$ cat src/shared/pfsel_consts.svh
`ifndef PFSEL_CONSTS_SVH
`define PFSEL_CONSTS_SVH
`define PFSEL_OFS_SELECT_LOW  8'h00
`define PFSEL_OFS_SELECT_HIGH 8'h04
`define PFSEL_OFS_MUX_CONFIG  8'h08
`define PFSEL_OFS_STATUS      8'h0C
`define PFSEL_RST_SELECT_LOW  32'h00000000
`define PFSEL_RST_SELECT_HIGH 32'h00000000
`define PFSEL_RST_MUX_CONFIG  2'h0
`define PFSEL_PIN0_LSB        5'h00
`define PFSEL_PIN1_LSB        5'h02
`define PFSEL_PIN2_LSB        5'h04
`define PFSEL_PIN31_LSB       5'h1E
`define PFSEL_MAP_EXT         2'h3
`define PFSEL_STAT_BLOCKED    0
`define PFSEL_STAT_RSV_LSB    1
`define PFSEL_STAT_EXT_MAP    5
`define PFSEL_HSIZE_WORD      3'h2
`define PFSEL_TRIP_IDLE       1'b1
`endif

$ cat src/shared/pfsel_pkg.sv
`include "pfsel_consts.svh"
package pfsel_pkg;
  typedef enum logic [1:0] {
    code_gpio = 2'b00,
    code_alt1 = 2'b01,
    code_alt2 = 2'b10,
    code_alt3 = 2'b11
  } pfsel_code_e;
  typedef enum logic [1:0] {
    bus_idle  = 2'b00,
    bus_write = 2'b01,
    bus_rwait = 2'b10,
    bus_rdata = 2'b11
  } pfsel_bus_e;
  function automatic pfsel_code_e pfsel_field(input logic [31:0] word, input logic [4:0] lsb);
    pfsel_field = pfsel_code_e'(word[lsb +: 2]);
  endfunction : pfsel_field
endpackage : pfsel_pkg

$ cat src/logic/pfsel_ahb_slave.sv
`timescale 1ns/1ns
`include "pfsel_consts.svh"
module pfsel_ahb_slave (
  input  wire  logic                   hclk,
  input  wire  logic                   hresetn,
  input  wire  logic                   hsel,
  input  wire  logic [31:0]            haddr,
  input  wire  logic [1:0]             htrans,
  input  wire  logic                   hwrite,
  input  wire  logic [2:0]             hsize,
  input  wire  logic                   hready,
  input  wire  logic [31:0]            rd_data,
  output logic                         hreadyout,
  output logic [31:0]                  hrdata,
  output logic                         hresp,
  output logic                         wr_en,
  output logic [7:0]                   reg_addr
);
  import pfsel_pkg::*;
  pfsel_bus_e  state_q;
  logic [7:0]  addr_q;
  logic [31:0] rdata_q;
  logic        ready_q;
  wire accept = hsel && htrans[1] && hready && (hsize == `PFSEL_HSIZE_WORD);
  assign wr_en     = (state_q == bus_write);
  assign reg_addr  = addr_q;
  assign hreadyout = ready_q;
  assign hrdata    = rdata_q;
  assign hresp     = 1'b0;
  // Reads take one wait state so a write just before them is already visible.
  always_ff @(posedge hclk or negedge hresetn) begin
    if (!hresetn) begin
      state_q <= bus_idle;
      addr_q  <= 8'h00;
      rdata_q <= 32'h00000000;
      ready_q <= 1'b1;
    end else if (state_q == bus_rwait) begin
      rdata_q <= rd_data;
      ready_q <= 1'b1;
      state_q <= bus_rdata;
    end else if (accept) begin
      addr_q  <= haddr[7:0];
      ready_q <= hwrite;
      state_q <= hwrite ? bus_write : bus_rwait;
    end else begin
      state_q <= bus_idle;
    end
  end
  a_read_stall: assert property (@(posedge hclk) disable iff (!hresetn)
    (accept && !hwrite) |=> !hreadyout ##1 hreadyout)
    else $error("read data phase not one wait state");
endmodule : pfsel_ahb_slave

$ cat src/logic/pfsel_pin_route.sv
`timescale 1ns/1ns
module pfsel_pin_route (
  input  wire  logic                   hclk,
  input  wire  logic                   hresetn,
  input  wire  pfsel_pkg::pfsel_code_e sel,
  input  wire  logic                   gpio_out,
  input  wire  logic                   gpio_oe,
  input  wire  logic [3:0]             alt_out,
  input  wire  logic [3:0]             alt_oe,
  input  wire  logic [3:0]             alt_ok,
  input  wire  logic                   pin_in,
  output logic                         pin_out_q,
  output logic                         pin_oe_q,
  output logic                         reserved_q,
  output logic                         pin_level_q
);
  import pfsel_pkg::*;
  logic [2:0] sync_q;
  wire is_gpio   = (sel == code_gpio);
  wire alt_valid = !is_gpio && alt_ok[sel];
  // A reserved code leaves the pin undriven; safer than a guessed function.
  wire out_d = is_gpio ? gpio_out : (alt_valid && alt_out[sel]); // see RL13
  wire oe_d  = is_gpio ? gpio_oe : (alt_valid && alt_oe[sel]); // see RL13
  always_ff @(posedge hclk or negedge hresetn) begin
    if (!hresetn) begin
      pin_out_q   <= 1'b0;
      pin_oe_q    <= 1'b0;
      reserved_q  <= 1'b0;
      sync_q      <= 3'h0;
      pin_level_q <= 1'b0;
    end else begin
      pin_out_q  <= out_d;
      pin_oe_q   <= oe_d;
      reserved_q <= !is_gpio && !alt_valid;
      sync_q     <= {sync_q[1:0], pin_in};
      if (sync_q[1] == sync_q[2]) begin
        pin_level_q <= sync_q[2];
      end
    end
  end
endmodule : pfsel_pin_route

$ cat src/logic/pfsel_top.sv
// Functional notes
// RL1 - Pin 2 field is bits 5:4 of low select; 00 is GPIO, reset default.
// RL2 - Pin 2 code 01 drives PWM 2 A, or PWM 3 A in extended mapping.
// RL3 - Pin 1 field is bits 3:2 of low select; 00 GPIO default, 11 reserved.
// RL4 - Pin 1 code 01 drives PWM 1 B, or PWM 2 A in extended mapping.
// RL5 - Pin 1 code 10 is serial port D data, reserved without that port.
// RL6 - Pin 0 field is bits 1:0 of low select; 00 GPIO default, 11 reserved.
// RL7 - Pin 0 PWM code always drives PWM 1 A, whatever the mapping mode.
// RL8 - High select holds sixteen 2-bit fields, pins 16 to 31, all reset zero.
// RL9 - Pin 31 is bits 31:30; 00 GPIO, 01 CAN A transmit, 10 reserved.
// RL10 - Pin 31 code 11 is trip zone 4 input on extended variant only.
// RL11 - Select registers change only while protected writes are permitted.
// RL12 - Software must avoid reserved codes; the pin is then undefined.
// RL13 - A peripheral selection takes pin value and enable from that peripheral; only serial port D supplies the enable, PWM and CAN codes force it high.
`timescale 1ns/1ns
`include "pfsel_consts.svh"
module pfsel_top #(
  parameter bit EXT_PWM_VARIANT = 1'b1,
  parameter bit HAS_SERIAL_D    = 1'b1,
  parameter bit HAS_CAN_A       = 1'b1
) (
  input  wire  logic        hclk,
  input  wire  logic        hresetn,
  input  wire  logic        hsel,
  input  wire  logic [31:0] haddr,
  input  wire  logic [1:0]  htrans,
  input  wire  logic        hwrite,
  input  wire  logic [2:0]  hsize,
  input  wire  logic [31:0] hwdata,
  input  wire  logic        hready,
  output logic              hreadyout,
  output logic [31:0]       hrdata,
  output logic              hresp,
  input  wire  logic        protected_write_permit,
  input  wire  logic [3:0]  gpio_out,
  input  wire  logic [3:0]  gpio_oe,
  input  wire  logic        pwm1_out_a,
  input  wire  logic        pwm1_out_b,
  input  wire  logic        pwm2_out_a,
  input  wire  logic        pwm3_out_a,
  input  wire  logic        serial_d_slave_in_master_out,
  input  wire  logic        serial_d_slave_in_master_out_oe,
  input  wire  logic        can_a_transmit,
  input  wire  logic [3:0]  pin_in,
  output logic [3:0]        pin_out_q,
  output logic [3:0]        pin_oe_q,
  output logic [3:0]        gpio_in_q,
  output logic              serial_d_slave_in_master_out_rx_q,
  output logic              trip_zone_4_input_q,
  output logic [31:0]       select_low_q,
  output logic [31:0]       select_high_q
);
  import pfsel_pkg::*;

  logic        wr_en;
  logic [7:0]  reg_addr;
  logic [31:0] rd_data;
  logic [1:0]  port_mux_config_q;
  logic        blocked_q;
  logic        boot_q;
  logic [3:0]  reserved_q;
  logic [3:0]  level;
  logic [3:0]  alt_out [4];
  logic [3:0]  alt_oe  [4];
  logic [3:0]  alt_ok  [4];
  pfsel_code_e sel     [4];

  pfsel_ahb_slave u_bus (
    .hclk      (hclk),
    .hresetn   (hresetn),
    .hsel      (hsel),
    .haddr     (haddr),
    .htrans    (htrans),
    .hwrite    (hwrite),
    .hsize     (hsize),
    .hready    (hready),
    .rd_data   (rd_data),
    .hreadyout (hreadyout),
    .hrdata    (hrdata),
    .hresp     (hresp),
    .wr_en     (wr_en),
    .reg_addr  (reg_addr)
  );

  wire wr_low   = wr_en && (reg_addr == `PFSEL_OFS_SELECT_LOW);
  wire wr_high  = wr_en && (reg_addr == `PFSEL_OFS_SELECT_HIGH);
  wire wr_cfg   = wr_en && (reg_addr == `PFSEL_OFS_MUX_CONFIG);
  wire wr_stat  = wr_en && (reg_addr == `PFSEL_OFS_STATUS);
  wire prot_hit = wr_low || wr_high || wr_cfg;
  // The permit is sampled in the data phase, when the write really lands.
  wire wr_allow = prot_hit && protected_write_permit; // see RL11
  wire wr_deny  = prot_hit && !protected_write_permit; // see RL11
  wire ext_map  = EXT_PWM_VARIANT && (port_mux_config_q == `PFSEL_MAP_EXT);

  assign sel[0] = pfsel_field(select_low_q, `PFSEL_PIN0_LSB); // see RL6
  assign sel[1] = pfsel_field(select_low_q, `PFSEL_PIN1_LSB); // see RL3
  assign sel[2] = pfsel_field(select_low_q, `PFSEL_PIN2_LSB); // see RL1
  assign sel[3] = pfsel_field(select_high_q, `PFSEL_PIN31_LSB); // see RL9

  wire pin1_pwm = ext_map ? pwm2_out_a : pwm1_out_b; // see RL4
  wire pin2_pwm = ext_map ? pwm3_out_a : pwm2_out_a; // see RL2

  // Bit n of each vector belongs to selection code n; bit 0 is never used.
  assign alt_out[0] = {1'b0, 1'b0, pwm1_out_a, 1'b0}; // see RL7
  assign alt_oe[0]  = 4'h2;
  assign alt_ok[0]  = 4'h2; // see RL6
  assign alt_out[1] = {1'b0, serial_d_slave_in_master_out, pin1_pwm, 1'b0}; // see RL5
  assign alt_oe[1]  = {1'b0, serial_d_slave_in_master_out_oe, 1'b1, 1'b0}; // see RL5
  assign alt_ok[1]  = {1'b0, HAS_SERIAL_D, 1'b1, 1'b0}; // see RL3
  assign alt_out[2] = {1'b0, 1'b0, pin2_pwm, 1'b0}; // see RL2
  assign alt_oe[2]  = 4'h2;
  assign alt_ok[2]  = 4'h2;
  // Trip zone 4 is an input, so code 11 is valid on the extended variant only and never drives the pin.
  assign alt_out[3] = {1'b0, 1'b0, can_a_transmit, 1'b0}; // see RL9
  assign alt_oe[3]  = 4'h2;
  assign alt_ok[3]  = {EXT_PWM_VARIANT, 1'b0, HAS_CAN_A, 1'b0}; // see RL10

  for (genvar i = 0; i < 4; i++) begin : g_pin
    pfsel_pin_route u_route (
      .hclk        (hclk),
      .hresetn     (hresetn),
      .sel         (sel[i]),
      .gpio_out    (gpio_out[i]),
      .gpio_oe     (gpio_oe[i]),
      .alt_out     (alt_out[i]),
      .alt_oe      (alt_oe[i]),
      .alt_ok      (alt_ok[i]),
      .pin_in      (pin_in[i]),
      .pin_out_q   (pin_out_q[i]),
      .pin_oe_q    (pin_oe_q[i]),
      .reserved_q  (reserved_q[i]),
      .pin_level_q (level[i])
    );
  end

  wire simo_sel = HAS_SERIAL_D && (sel[1] == code_alt2);
  wire trip_sel = EXT_PWM_VARIANT && (sel[3] == code_alt3);

  always_ff @(posedge hclk or negedge hresetn) begin
    if (!hresetn) begin
      select_low_q <= `PFSEL_RST_SELECT_LOW; // see RL1
    end else if (wr_low && wr_allow) begin
      select_low_q <= hwdata; // see RL11
    end
  end

  always_ff @(posedge hclk or negedge hresetn) begin
    if (!hresetn) begin
      select_high_q <= `PFSEL_RST_SELECT_HIGH; // see RL8
    end else if (wr_high && wr_allow) begin
      select_high_q <= hwdata; // see RL8
    end
  end

  always_ff @(posedge hclk or negedge hresetn) begin
    if (!hresetn) begin
      port_mux_config_q <= `PFSEL_RST_MUX_CONFIG;
    end else if (wr_cfg && wr_allow) begin
      port_mux_config_q <= hwdata[1:0];
    end
  end

  // A refused write sets the flag even in the cycle software clears it.
  always_ff @(posedge hclk or negedge hresetn) begin
    if (!hresetn) begin
      blocked_q <= 1'b0;
    end else if (wr_deny) begin
      blocked_q <= 1'b1; // see RL11
    end else if (wr_stat && hwdata[`PFSEL_STAT_BLOCKED]) begin
      blocked_q <= 1'b0;
    end
  end

  always_ff @(posedge hclk or negedge hresetn) begin
    if (!hresetn) begin
      gpio_in_q                         <= 4'h0;
      serial_d_slave_in_master_out_rx_q <= 1'b0;
      trip_zone_4_input_q               <= `PFSEL_TRIP_IDLE;
      boot_q                            <= 1'b0;
    end else begin
      gpio_in_q                         <= level;
      serial_d_slave_in_master_out_rx_q <= simo_sel ? level[1] : 1'b0; // see RL5
      trip_zone_4_input_q               <= trip_sel ? level[3] : `PFSEL_TRIP_IDLE; // see RL10
      boot_q                            <= 1'b1;
    end
  end

  always_comb begin
    rd_data = 32'h00000000;
    if (reg_addr == `PFSEL_OFS_SELECT_LOW) begin
      rd_data = select_low_q;
    end else if (reg_addr == `PFSEL_OFS_SELECT_HIGH) begin
      rd_data = select_high_q;
    end else if (reg_addr == `PFSEL_OFS_MUX_CONFIG) begin
      rd_data[1:0] = port_mux_config_q;
    end else if (reg_addr == `PFSEL_OFS_STATUS) begin
      rd_data[`PFSEL_STAT_BLOCKED] = blocked_q;
      rd_data[`PFSEL_STAT_RSV_LSB +: 4] = reserved_q;
      rd_data[`PFSEL_STAT_EXT_MAP] = ext_map;
    end
  end

  a_reset_defaults: assert property (@(posedge hclk) disable iff (!hresetn) // see RL1
    !boot_q |-> (select_low_q == `PFSEL_RST_SELECT_LOW)
             && (select_high_q == `PFSEL_RST_SELECT_HIGH)
             && (sel[0] == code_gpio) && (sel[3] == code_gpio))
    else $error("select registers not zero after reset");

  a_pin0_pwm_fixed: assert property (@(posedge hclk) disable iff (!hresetn) // see RL7
    (sel[0] == code_alt1) |=> pin_out_q[0] == $past(pwm1_out_a) && pin_oe_q[0])
    else $error("pin 0 does not follow PWM 1 A");

  a_pin1_pwm_map: assert property (@(posedge hclk) disable iff (!hresetn) // see RL4
    (sel[1] == code_alt1) |=>
      pin_out_q[1] == ($past(ext_map) ? $past(pwm2_out_a) : $past(pwm1_out_b)))
    else $error("pin 1 PWM source wrong");

  a_pin2_pwm_map: assert property (@(posedge hclk) disable iff (!hresetn) // see RL2
    (sel[2] == code_alt1) |=>
      pin_out_q[2] == ($past(ext_map) ? $past(pwm3_out_a) : $past(pwm2_out_a)))
    else $error("pin 2 PWM source wrong");

  a_pin1_serial_d: assert property (@(posedge hclk) disable iff (!hresetn) // see RL5
    simo_sel |=> pin_out_q[1] == $past(serial_d_slave_in_master_out)
             && pin_oe_q[1] == $past(serial_d_slave_in_master_out_oe))
    else $error("pin 1 does not carry serial port D data");

  a_pin31_can: assert property (@(posedge hclk) disable iff (!hresetn) // see RL9
    (sel[3] == code_alt1) |=>
      pin_oe_q[3] == HAS_CAN_A && pin_out_q[3] == ($past(can_a_transmit) && HAS_CAN_A))
    else $error("pin 31 CAN transmit routing wrong");

  a_pin31_trip: assert property (@(posedge hclk) disable iff (!hresetn) // see RL10
    trip_sel |=> !pin_oe_q[3] && (trip_zone_4_input_q == $past(level[3])))
    else $error("pin 31 driven while trip zone input");

  a_write_blocked: assert property (@(posedge hclk) disable iff (!hresetn) // see RL11
    wr_deny |=> $stable(select_low_q) && $stable(select_high_q) && blocked_q)
    else $error("protected write not refused");

  a_write_taken: assert property (@(posedge hclk) disable iff (!hresetn) // see RL8
    (wr_high && protected_write_permit) |=> select_high_q == $past(hwdata))
    else $error("permitted write to high select lost");

  a_gpio_route: assert property (@(posedge hclk) disable iff (!hresetn) // see RL13
    (sel[2] == code_gpio) |=> pin_out_q[2] == $past(gpio_out[2])
                          && pin_oe_q[2] == $past(gpio_oe[2]))
    else $error("GPIO path not routed on pin 2");

  a_reserved_quiet: assert property (@(posedge hclk) disable iff (!hresetn) // see RL6
    (sel[0] == code_alt3) |=> !pin_oe_q[0] && reserved_q[0])
    else $error("reserved pin 0 code drives the pin");

  a_pin0_code_two: assert property (@(posedge hclk) disable iff (!hresetn) // see RL6
    (sel[0] == code_alt2) |=> !pin_oe_q[0] && reserved_q[0])
    else $error("unused pin 0 code drives the pin");

  // Reserved codes leave the pad undriven, so no guessed function fights a board net.
  a_pin1_reserved: assert property (@(posedge hclk) disable iff (!hresetn) // see RL3
    (sel[1] == code_alt3) |=> !pin_oe_q[1] && reserved_q[1])
    else $error("reserved pin 1 code drives the pin");

  a_pin2_reserved: assert property (@(posedge hclk) disable iff (!hresetn) // see RL1
    ((sel[2] == code_alt2) || (sel[2] == code_alt3)) |=>
      !pin_oe_q[2] && reserved_q[2])
    else $error("reserved pin 2 code drives the pin");

  a_pin31_reserved: assert property (@(posedge hclk) disable iff (!hresetn) // see RL9
    (sel[3] == code_alt2) |=> !pin_oe_q[3] && reserved_q[3])
    else $error("reserved pin 31 code drives the pin");

  // Every pin, not only pin 2, must fall back to the general data and direction logic.
  a_pin0_gpio: assert property (@(posedge hclk) disable iff (!hresetn) // see RL6
    (sel[0] == code_gpio) |=> pin_out_q[0] == $past(gpio_out[0])
                          && pin_oe_q[0] == $past(gpio_oe[0]))
    else $error("GPIO path not routed on pin 0");

  a_pin1_gpio: assert property (@(posedge hclk) disable iff (!hresetn) // see RL3
    (sel[1] == code_gpio) |=> pin_out_q[1] == $past(gpio_out[1])
                          && pin_oe_q[1] == $past(gpio_oe[1]))
    else $error("GPIO path not routed on pin 1");

  a_pin31_gpio: assert property (@(posedge hclk) disable iff (!hresetn) // see RL9
    (sel[3] == code_gpio) |=> pin_out_q[3] == $past(gpio_out[3])
                          && pin_oe_q[3] == $past(gpio_oe[3]))
    else $error("GPIO path not routed on pin 31");

  a_pin1_pwm_drive: assert property (@(posedge hclk) disable iff (!hresetn) // see RL4
    (sel[1] == code_alt1) |=> pin_oe_q[1] && !reserved_q[1])
    else $error("pin 1 PWM code does not drive the pin");

  a_pin2_pwm_drive: assert property (@(posedge hclk) disable iff (!hresetn) // see RL2
    (sel[2] == code_alt1) |=> pin_oe_q[2] && !reserved_q[2])
    else $error("pin 2 PWM code does not drive the pin");

  a_trip_idle: assert property (@(posedge hclk) disable iff (!hresetn) // see RL10
    !trip_sel |=> trip_zone_4_input_q == `PFSEL_TRIP_IDLE)
    else $error("trip zone input not idle while unselected");

  a_serial_rx_level: assert property (@(posedge hclk) disable iff (!hresetn) // see RL5
    simo_sel |=> serial_d_slave_in_master_out_rx_q == $past(level[1]))
    else $error("serial port D receive does not follow pin 1");

  a_serial_rx_idle: assert property (@(posedge hclk) disable iff (!hresetn) // see RL5
    !simo_sel |=> !serial_d_slave_in_master_out_rx_q)
    else $error("serial port D receive active while unselected");

  a_ext_map_base: assert property (@(posedge hclk) disable iff (!hresetn) // see RL4
    (port_mux_config_q != `PFSEL_MAP_EXT) |-> !ext_map)
    else $error("extended mapping active in base mode");

  a_config_blocked: assert property (@(posedge hclk) disable iff (!hresetn) // see RL11
    (wr_cfg && wr_deny) |=> $stable(port_mux_config_q))
    else $error("protected config write not refused");

  a_select_hold: assert property (@(posedge hclk) disable iff (!hresetn) // see RL11
    !(wr_low && wr_allow) |=> $stable(select_low_q))
    else $error("low select changed without a permitted write");

  a_low_write_taken: assert property (@(posedge hclk) disable iff (!hresetn) // see RL11
    (wr_low && protected_write_permit) |=> select_low_q == $past(hwdata))
    else $error("permitted write to low select lost");

  a_cfg_write_taken: assert property (@(posedge hclk) disable iff (!hresetn) // see RL11
    (wr_cfg && protected_write_permit) |=> port_mux_config_q == $past(hwdata[1:0]))
    else $error("permitted write to config lost");

  a_blocked_clear: assert property (@(posedge hclk) disable iff (!hresetn) // see RL11
    (wr_stat && hwdata[`PFSEL_STAT_BLOCKED]) |=> !blocked_q)
    else $error("refused write flag not cleared");

  c_blocked_write: cover property (@(posedge hclk) disable iff (!hresetn)
    wr_deny ##1 blocked_q);

  c_ext_pin2: cover property (@(posedge hclk) disable iff (!hresetn)
    ext_map && (sel[2] == code_alt1));

  c_serial_d: cover property (@(posedge hclk) disable iff (!hresetn)
    simo_sel ##1 pin_oe_q[1]);

  c_trip_zone: cover property (@(posedge hclk) disable iff (!hresetn)
    trip_sel ##4 !trip_zone_4_input_q);

  c_ext_pin1: cover property (@(posedge hclk) disable iff (!hresetn)
    ext_map && (sel[1] == code_alt1));
endmodule : pfsel_top

$ cat config.mk
export PLATFORM = sky130hd
export DESIGN_NAME = pfsel_top
export DESIGN_NICKNAME = d
export VERILOG_FILES = /design/src/shared/pfsel_pkg.sv /design/src/logic/pfsel_ahb_slave.sv /design/src/logic/pfsel_pin_route.sv /design/src/logic/pfsel_top.sv
export VERILOG_INCLUDE_DIRS = /design/src /design/src/shared
export SDC_FILE = /design/constraint.sdc
export NUM_CORES = 1
export LEC_CHECK = 0
export BUFFER_PORTS_ARGS = -buffer_cell sky130_fd_sc_hd__clkbuf_2
export CAP_MARGIN = 10
export CORE_UTILIZATION = 54
export DETAILED_ROUTE_END_ITERATION = 8
export GPL_TIMING_DRIVEN = 0
export HOLD_SLACK_MARGIN = 0.02
export PLACE_DENSITY = 0.95
export SYNTH_ARGS = -nofsm -noshare
export SYNTH_HDL_FRONTEND = slang
export SYNTH_SLANG_ARGS = --single-unit
$ cat constraint.sdc
create_clock -name hclk -period 4.01 [get_ports hclk]
set_input_delay 0.2005 -clock hclk [delete_from_list [all_inputs] [get_ports hclk]]
set_output_delay 0.2005 -clock hclk [all_outputs]
set_load 0.01 [all_outputs]
==> results.json, run 1 <==
{
  "run_status": "completed",
  "grt_max_degree": 114,
  "wl_per_cell_um": 18.8,
  "dieHeight_um": 107,
  "vias_per_cell": 5.45,
  "use_met2": 0.487,
  "fmax_mhz": 461,
  "ir_drop_v": 0.000347,
  "layout.nets": 774,
  "syn_area_mm2": 0.00597,
  "layout_common_cells": "clkbuf_2, dfrtp_1, dlygate4sd3_1",
  "drtIter0Drc": 297,
  "stdcell_area_mm2": 0.00825,
  "rows": 38,
  "path_max_fanout": 10,
  "met3_usage": 0.0802,
  "p_leak_nw": 4.26,
  "critPathArrivalTime_ns": 2.57,
  "setup_ws_ns": 1.84,
  "postRouteAntennaNets": 0,
  "pre_cts_slack_ns": 2.00,
  "track_usage": 0.285,
  "nFillCells": 615,
  "initial_core_util": 0.553,
  "grt_pass1_wl_um": 24500,
  "finalWirelength_um": 15600,
  "drive_gt1_frac": 0.462,
  "cts_resized": 0,
  "start_kind": "flop",
  "fin_util": 0.765,
  "place_area_mm2": 0.00708,
  "cp.required_ns": 4.41,
  "fin_crit_sh": 0.541,
  "cap_violations": 0,
  "powerDensity_mw_per_mm2": 587,
  "area.growth.synth_to_final_pct": 38.3,
  "core_mm2": 0.0108,
  "synth_seq_cells": 144,
  "synth_flop_cell": "dfrtp_1",
  "power_mw": 4.84,
  "drv_slew": 0,
  "min_path_type": "input port to flop",
  "gp_congestion": 0.831,
  "gr-max-usage-layer": "met2",
  "drcViolationCount": 0,
  "finalHoldViolCount": 0,
  "rsz0062_at_grt": "false",
  "timing.hold.ws_ns": 0.0462,
  "skew_ns": 0.00624,
  "relSlewSlack": 0.453,
  "setup_viol": 0,
  "port_buffers": 179,
  "ys_types": 45,
  "tns_ns": 0,
  "synth-async-reset-ratio": 1.00,
  "die_w_um": 107,
  "yosys_warnings": 0,
  "avgSynthCellArea_um2": 14.3,
  "ys_seq_area_frac": 0.604,
  "tightest_slew_ns": 0.821,
  "pin_count": 206,
  "clkSinkCount": 144,
  "cp-end-kind": "flop",
  "period_minus_slack_ns": 2.17,
  "htreeDepth": 4,
  "cts_inserted_buffers": 17,
  "grt_overflow": 0,
  "fp.dieArea_mm2": 0.0115,
  "clk_path_buf_depth": 2,
  "first_global_vias": 4845,
  "placed_cells": 736,
  "syn_nets": 513,
  "first_pass_iters": 4,
  "critPathKind": "flop to flop",
  "dp_hpwl_um": 10000,
  "final_common_cell": "clkbuf_2",
  "cts_setup_buffers": 0,
  "path_clk_slew_ns": 0.06,
  "synth_edf_count": 0,
  "antenna_found_initial": 0,
  "dr_total_vias": 4538,
  "clock_latency_ns": 0.53,
  "synth_cells": 416,
  "cts_tree": "yes",
  "cts_hold_buf": 62,
  "fin_cells": 833,
  "clock-root-buffer": "clkbuf_8",
  "use_met1": 0.324
}
-- final cells by class --
type,count,area (um^2),area share
Sequential cell,144,3610,0.437
Multi-Input combinational cell,236,2140,0.260
Timing Repair Buffer,242,1550,0.188
Clock buffer,18,428,0.0518
Buffer,32,205,0.0249
Tap cell,140,175,0.0212
Clock inverter,14,123,0.0149
Inverter,4,15.0,0.00182
Antenna cell,3,7.51,0.000910
-- layer usage --
metal  up-vias  routed length [um]
li1       2011                   -
met1      2278                6030
met2       197                8270
met3        52                 838
met4         0                 500
met5         -                   0
-- Yosys cell counts (all sizes together) (3+ instances only) --
cell	number	area, um^2
a22oi	3	22.5
nand3	5	37.5
inv	4	15.0
o31ai	26	195
dfrtp	142	3550
nand2	34	130
maj3	4	40.0
a22o	3	26.3
clkbuf	11	41.3
nor2b	4	25.0
ha	3	37.5
buf	21	164
mux2i	29	290
mux2	77	980
nand4	4	40.0
nor2	11	41.3
o21ai	7	35.0
and3	3	18.8
-- path summary, 6_finish.rpt --
| path | startpoint | to | slack (ns) | cells past startpoint |
|---|---|---|---|---|
| worst min-delay path | hsel | u_bus.hreadyout | 0.05 | 3 |
| worst min register to register | g_pin[1].u_route.sync_q[0] | g_pin[1].u_route.sync_q[1] | 0.35 | 0 |
| min in group asynchronous | hresetn | g_pin[2].u_route.sync_q[2] | 0.13 | 2 |
| max in group asynchronous | hresetn | select_high_q[19] | 3.06 | 3 |
| worst max register to register | u_bus.state_q[1] | u_bus.state_q[1] | 1.84 | 5 |
| worst max-delay path | u_bus.state_q[1] | u_bus.state_q[1] | 1.84 | 5 |
-- cell families (layout without fill, tap and decap cells) --
group / Yosys count / after routing / synth area share
other: 1 / 4 / 0.000628
muxes: 108 / 108 / 0.220
DFF: 144 / 144 / 0.604
adders and majority gates: 7 / 7 / 0.0130
and+or+nand+nor: 74 / 74 / 0.0692
buffers and inverters: 36 / 310 / 0.0369
AOI/OAI and AO/OA: 46 / 46 / 0.0558
-- power breakdown --
part	internal (mW)	leakage, nW	switching (mW)
sequential	1.78	1.89	0.274
combinational	0.661	2.11	0.663
clock	0.797	0.259	0.664
-- state kept, by name, indices dropped and copies added (netlist names), 4 cells and up --
signal                     count
gpio_in_q                      4
g_pin.u_route.pin_out_q        4
select_low_q                  32
u_bus.reg_addr                 8
g_pin.u_route.pin_level_q      4
select_high_q                 32
g_pin.u_route.pin_oe_q         4
u_bus.hrdata                  32
g_pin.u_route.sync_q          12
g_pin.u_route.reserved_q       4
-- critical path, cell delays in order (launching register included) --
cell and delay [ns]:
dfrtp_1 0.42, nand2b_1 0.09, clkbuf_1 0.33, clkbuf_1 0.44, o21ai_0 0.17, dlygate4sd3_1 0.60
Note: power is estimated with default switching activity, not from simulation.
==> run 2, diff against run 1 <==
--- a/config.mk
+++ b/config.mk
@@ -6,13 +6,14 @@
 export SDC_FILE = /design/constraint.sdc
 export NUM_CORES = 1
 export LEC_CHECK = 0
+export ABC_AREA = 1
 export BUFFER_PORTS_ARGS = -buffer_cell sky130_fd_sc_hd__clkbuf_2
 export CAP_MARGIN = 10
-export CORE_UTILIZATION = 54
+export CORE_UTILIZATION = 45
 export DETAILED_ROUTE_END_ITERATION = 8
 export GPL_TIMING_DRIVEN = 0
 export HOLD_SLACK_MARGIN = 0.02
-export PLACE_DENSITY = 0.95
+export PLACE_DENSITY = 0.86
 export SYNTH_ARGS = -nofsm -noshare
 export SYNTH_HDL_FRONTEND = slang
 export SYNTH_SLANG_ARGS = --single-unit
==> constraint.sdc (replaced) <==
create_clock -name hclk -period 1.77 [get_ports hclk]
set_input_delay 0.0885 -clock hclk [delete_from_list [all_inputs] [get_ports hclk]]
set_output_delay 0.0885 -clock hclk [all_outputs]
set_load 0.01 [all_outputs]
==> run 2 against run 1 <==
Net effect:
- largest power group unchanged
- clock skew grew 0.0033 ns
- register-to-register slack lost 1.7 ns
- critical path depth grew 2
- critical endpoint is now select_high_q[24]
- highest routed layer unchanged
==> results.json, run 2 <==
{
  "run_status": "completed",
  "die_w_um": 117,
  "first_pass_iters": 5,
  "relSlewSlack": 0.582,
  "drcViolationCount": 0,
  "hold_depth": 3,
  "track_usage": 0.252,
  "core_mm2": 0.0127,
  "yosys_warnings": 0,
  "clkSinkCount": 144,
  "yosys-top-cells-count": "nand2_1, dfrtp_1, a21oi_1, inv_1, nor2_1",
  "rr_startpoint": "u_bus.reg_addr[1]",
  "hp-start": "pwm2_out_a",
  "syn_nets": 721,
  "fp.dieArea_mm2": 0.0136,
  "finalWirelength_um": 16400,
  "dr_total_vias": 5216,
  "pin_count": 206,
  "first_global_vias": 5179,
  "p_leak_nw": 4.35,
  "rows": 41,
  "drv_slew": 0,
  "clock-root-buffer": "clkbuf_16",
  "tightest_slew_ns": 0.627,
  "powerDensity_mw_per_mm2": 1170,
  "ys_seq_area_frac": 0.609,
  "drive_gt1_frac": 0.318,
  "drtIter0Drc": 415,
  "htreeDepth": 4,
  "timing.hold.ws_ns": 0.0385,
  "layout_common_cells": "clkbuf_2, nand2_1, dfrtp_1",
  "critPathKind": "flop to flop",
  "fin_crit_sh": 0.924,
  "synth_top_area_cell": "dfrtp_1",
  "grt_overflow": 0,
  "critPathArrivalTime_ns": 1.93,
  "start_kind": "flop",
  "gp_congestion": 0.832,
  "dieHeight_um": 117,
  "path_max_fanout": 10,
  "clk_path_buf_depth": 2,
  "period_minus_slack_ns": 1.63,
  "ys_types": 25,
  "grt_max_degree": 74,
  "grt_pass1_wl_um": 25400,
  "tns_ns": 0,
  "synth_cells": 624,
  "finalHoldViolCount": 0,
  "fin_cells": 1066,
  "cp-startpoint": "u_bus.reg_addr[1]",
  "setup_viol": 0,
  "wl_per_cell_um": 15.4,
  "final_common_cell": "clkbuf_2",
  "port_buffers": 179,
  "synth_flop_cell": "dfrtp_1",
  "area.growth.synth_to_final_pct": 39.6,
  "synth_edf_count": 0,
  "n_antenna_cell": 0,
  "rr_worst_depth": 7,
  "synth_area_leaders": "dfrtp_1, nand2_1, a21oi_1",
  "cp-end-kind": "flop",
  "layout.nets": 979,
  "synth-async-reset-ratio": 1.00,
  "vias_per_cell": 4.89,
  "skew_ns": 0.00949,
  "synth_most_common_cell": "nand2_1",
  "dp_hpwl_um": 10700,
  "path_clk_slew_ns": 0.06,
  "syn_area_mm2": 0.00592,
  "fmax_mhz": 612,
  "ir_drop_v": 0.000742,
  "synth_seq_cells": 144,
  "antenna_found_initial": 0,
  "clock_latency_ns": 0.42,
  "cp.required_ns": 2.07,
  "rsz0062_at_grt": "true",
  "cts_inserted_buffers": 17,
  "min_path_type": "input port to flop",
  "postRouteAntennaNets": 0,
  "initial_core_util": 0.466,
  "cts_tree": "yes",
  "avgSynthCellArea_um2": 9.49,
  "synth_top_cell_area_share": 0.600,
  "cap_violations": 0,
  "placed_cells": 976
}
[run 2: kinds of logic (layout without fill, tap and decap cells)]
logic type / after synthesis / after routing / synth area share
and+or+nand+nor: 235 / 235 / 0.160
AOI/OAI and AO/OA: 144 / 144 / 0.142
DFF: 144 / 144 / 0.609
buffers and inverters: 93 / 363 / 0.0752
adders and majority gates: 7 / 7 / 0.0131
other: 1 / 1 / 0.000633
[run 2: worst paths after layout]
check,to,slack (ns)
min in group asynchronous,port_mux_config_q[1],0.24
setup reg to reg,select_high_q[24],0.14
hold / removal,g_pin[2].u_route.pin_out_q,0.04
max in group asynchronous,trip_zone_4_input_q,0.75
setup / recovery,select_high_q[24],0.14
hold reg to reg,g_pin[3].u_route.sync_q[1],0.35
[run 2: layout make-up]
type                       count  area [um^2]
sequential                   144         3610
clock inverter                11          140
inverter                      56          210
buffer                        37          236
tap                          172          215
clock buffer                  20          447
timing repair buffer         239         1530
multi-input combinational    387         1880
fill                        1023         4450
[run 2: worst max-delay path, cell delays in order, from the launching register on]
cell and delay [ns]:
dfrtp_1 0.40, nor2_4 0.17, nand3_1 0.13, nor2_4 0.20, nand3_4 0.17, buf_2 0.26, nand2_1 0.10, o21ai_1 0.07
[run 2: stage by stage]
step | cell area (um^2) | total power, mW | util | worst slack, ns
6_report | 8270 | 9.70 | 0.650 | 0.135
5_1_grt | 8270 | 10.2 | 0.650 | -0.00335
4_1_cts | 8230 | 9.73 | 0.647 | 0.0384
3_5_place_dp | 7070 | 6.03 | 0.556 | -0.0151
3_3_place_gp | 7030 | 5.94 | 0.553 | -1.69
2_1_floorplan | 5920 | 5.15 | - | 0.419
[run 2: where the power goes]
group / total (mW) / leakage, nW / internal [mW] / switching (mW)
logic: 2.02 / 2.19 / 0.813 / 1.21
registers: 4.09 / 1.87 / 3.79 / 0.306
clock network: 3.58 / 0.289 / 2.24 / 1.35
[run 2: what timing repair did]
item	in CTS	in global routing
pin swaps	0	1
endpoints found under the hold margin	159	0
buffers inserted	0	2
hold buffers	57	0
endpoints found under the setup margin	3	48
gates cloned	0	0
gates resized for setup	1	3
[run 2: routing by layer]
layer / track usage / routed length (um) / share of wire / up-vias
met2: 0.430 / 8490 / 0.52 / 214
met3: 0.0711 / 1010 / 0.062 / 18
met4: 0.0962 / 240 / 0.015 / 0
met1: 0.304 / 6670 / 0.41 / 2477
met5: 0 / 0 / 0 / -
li1: - / - / - / 2507
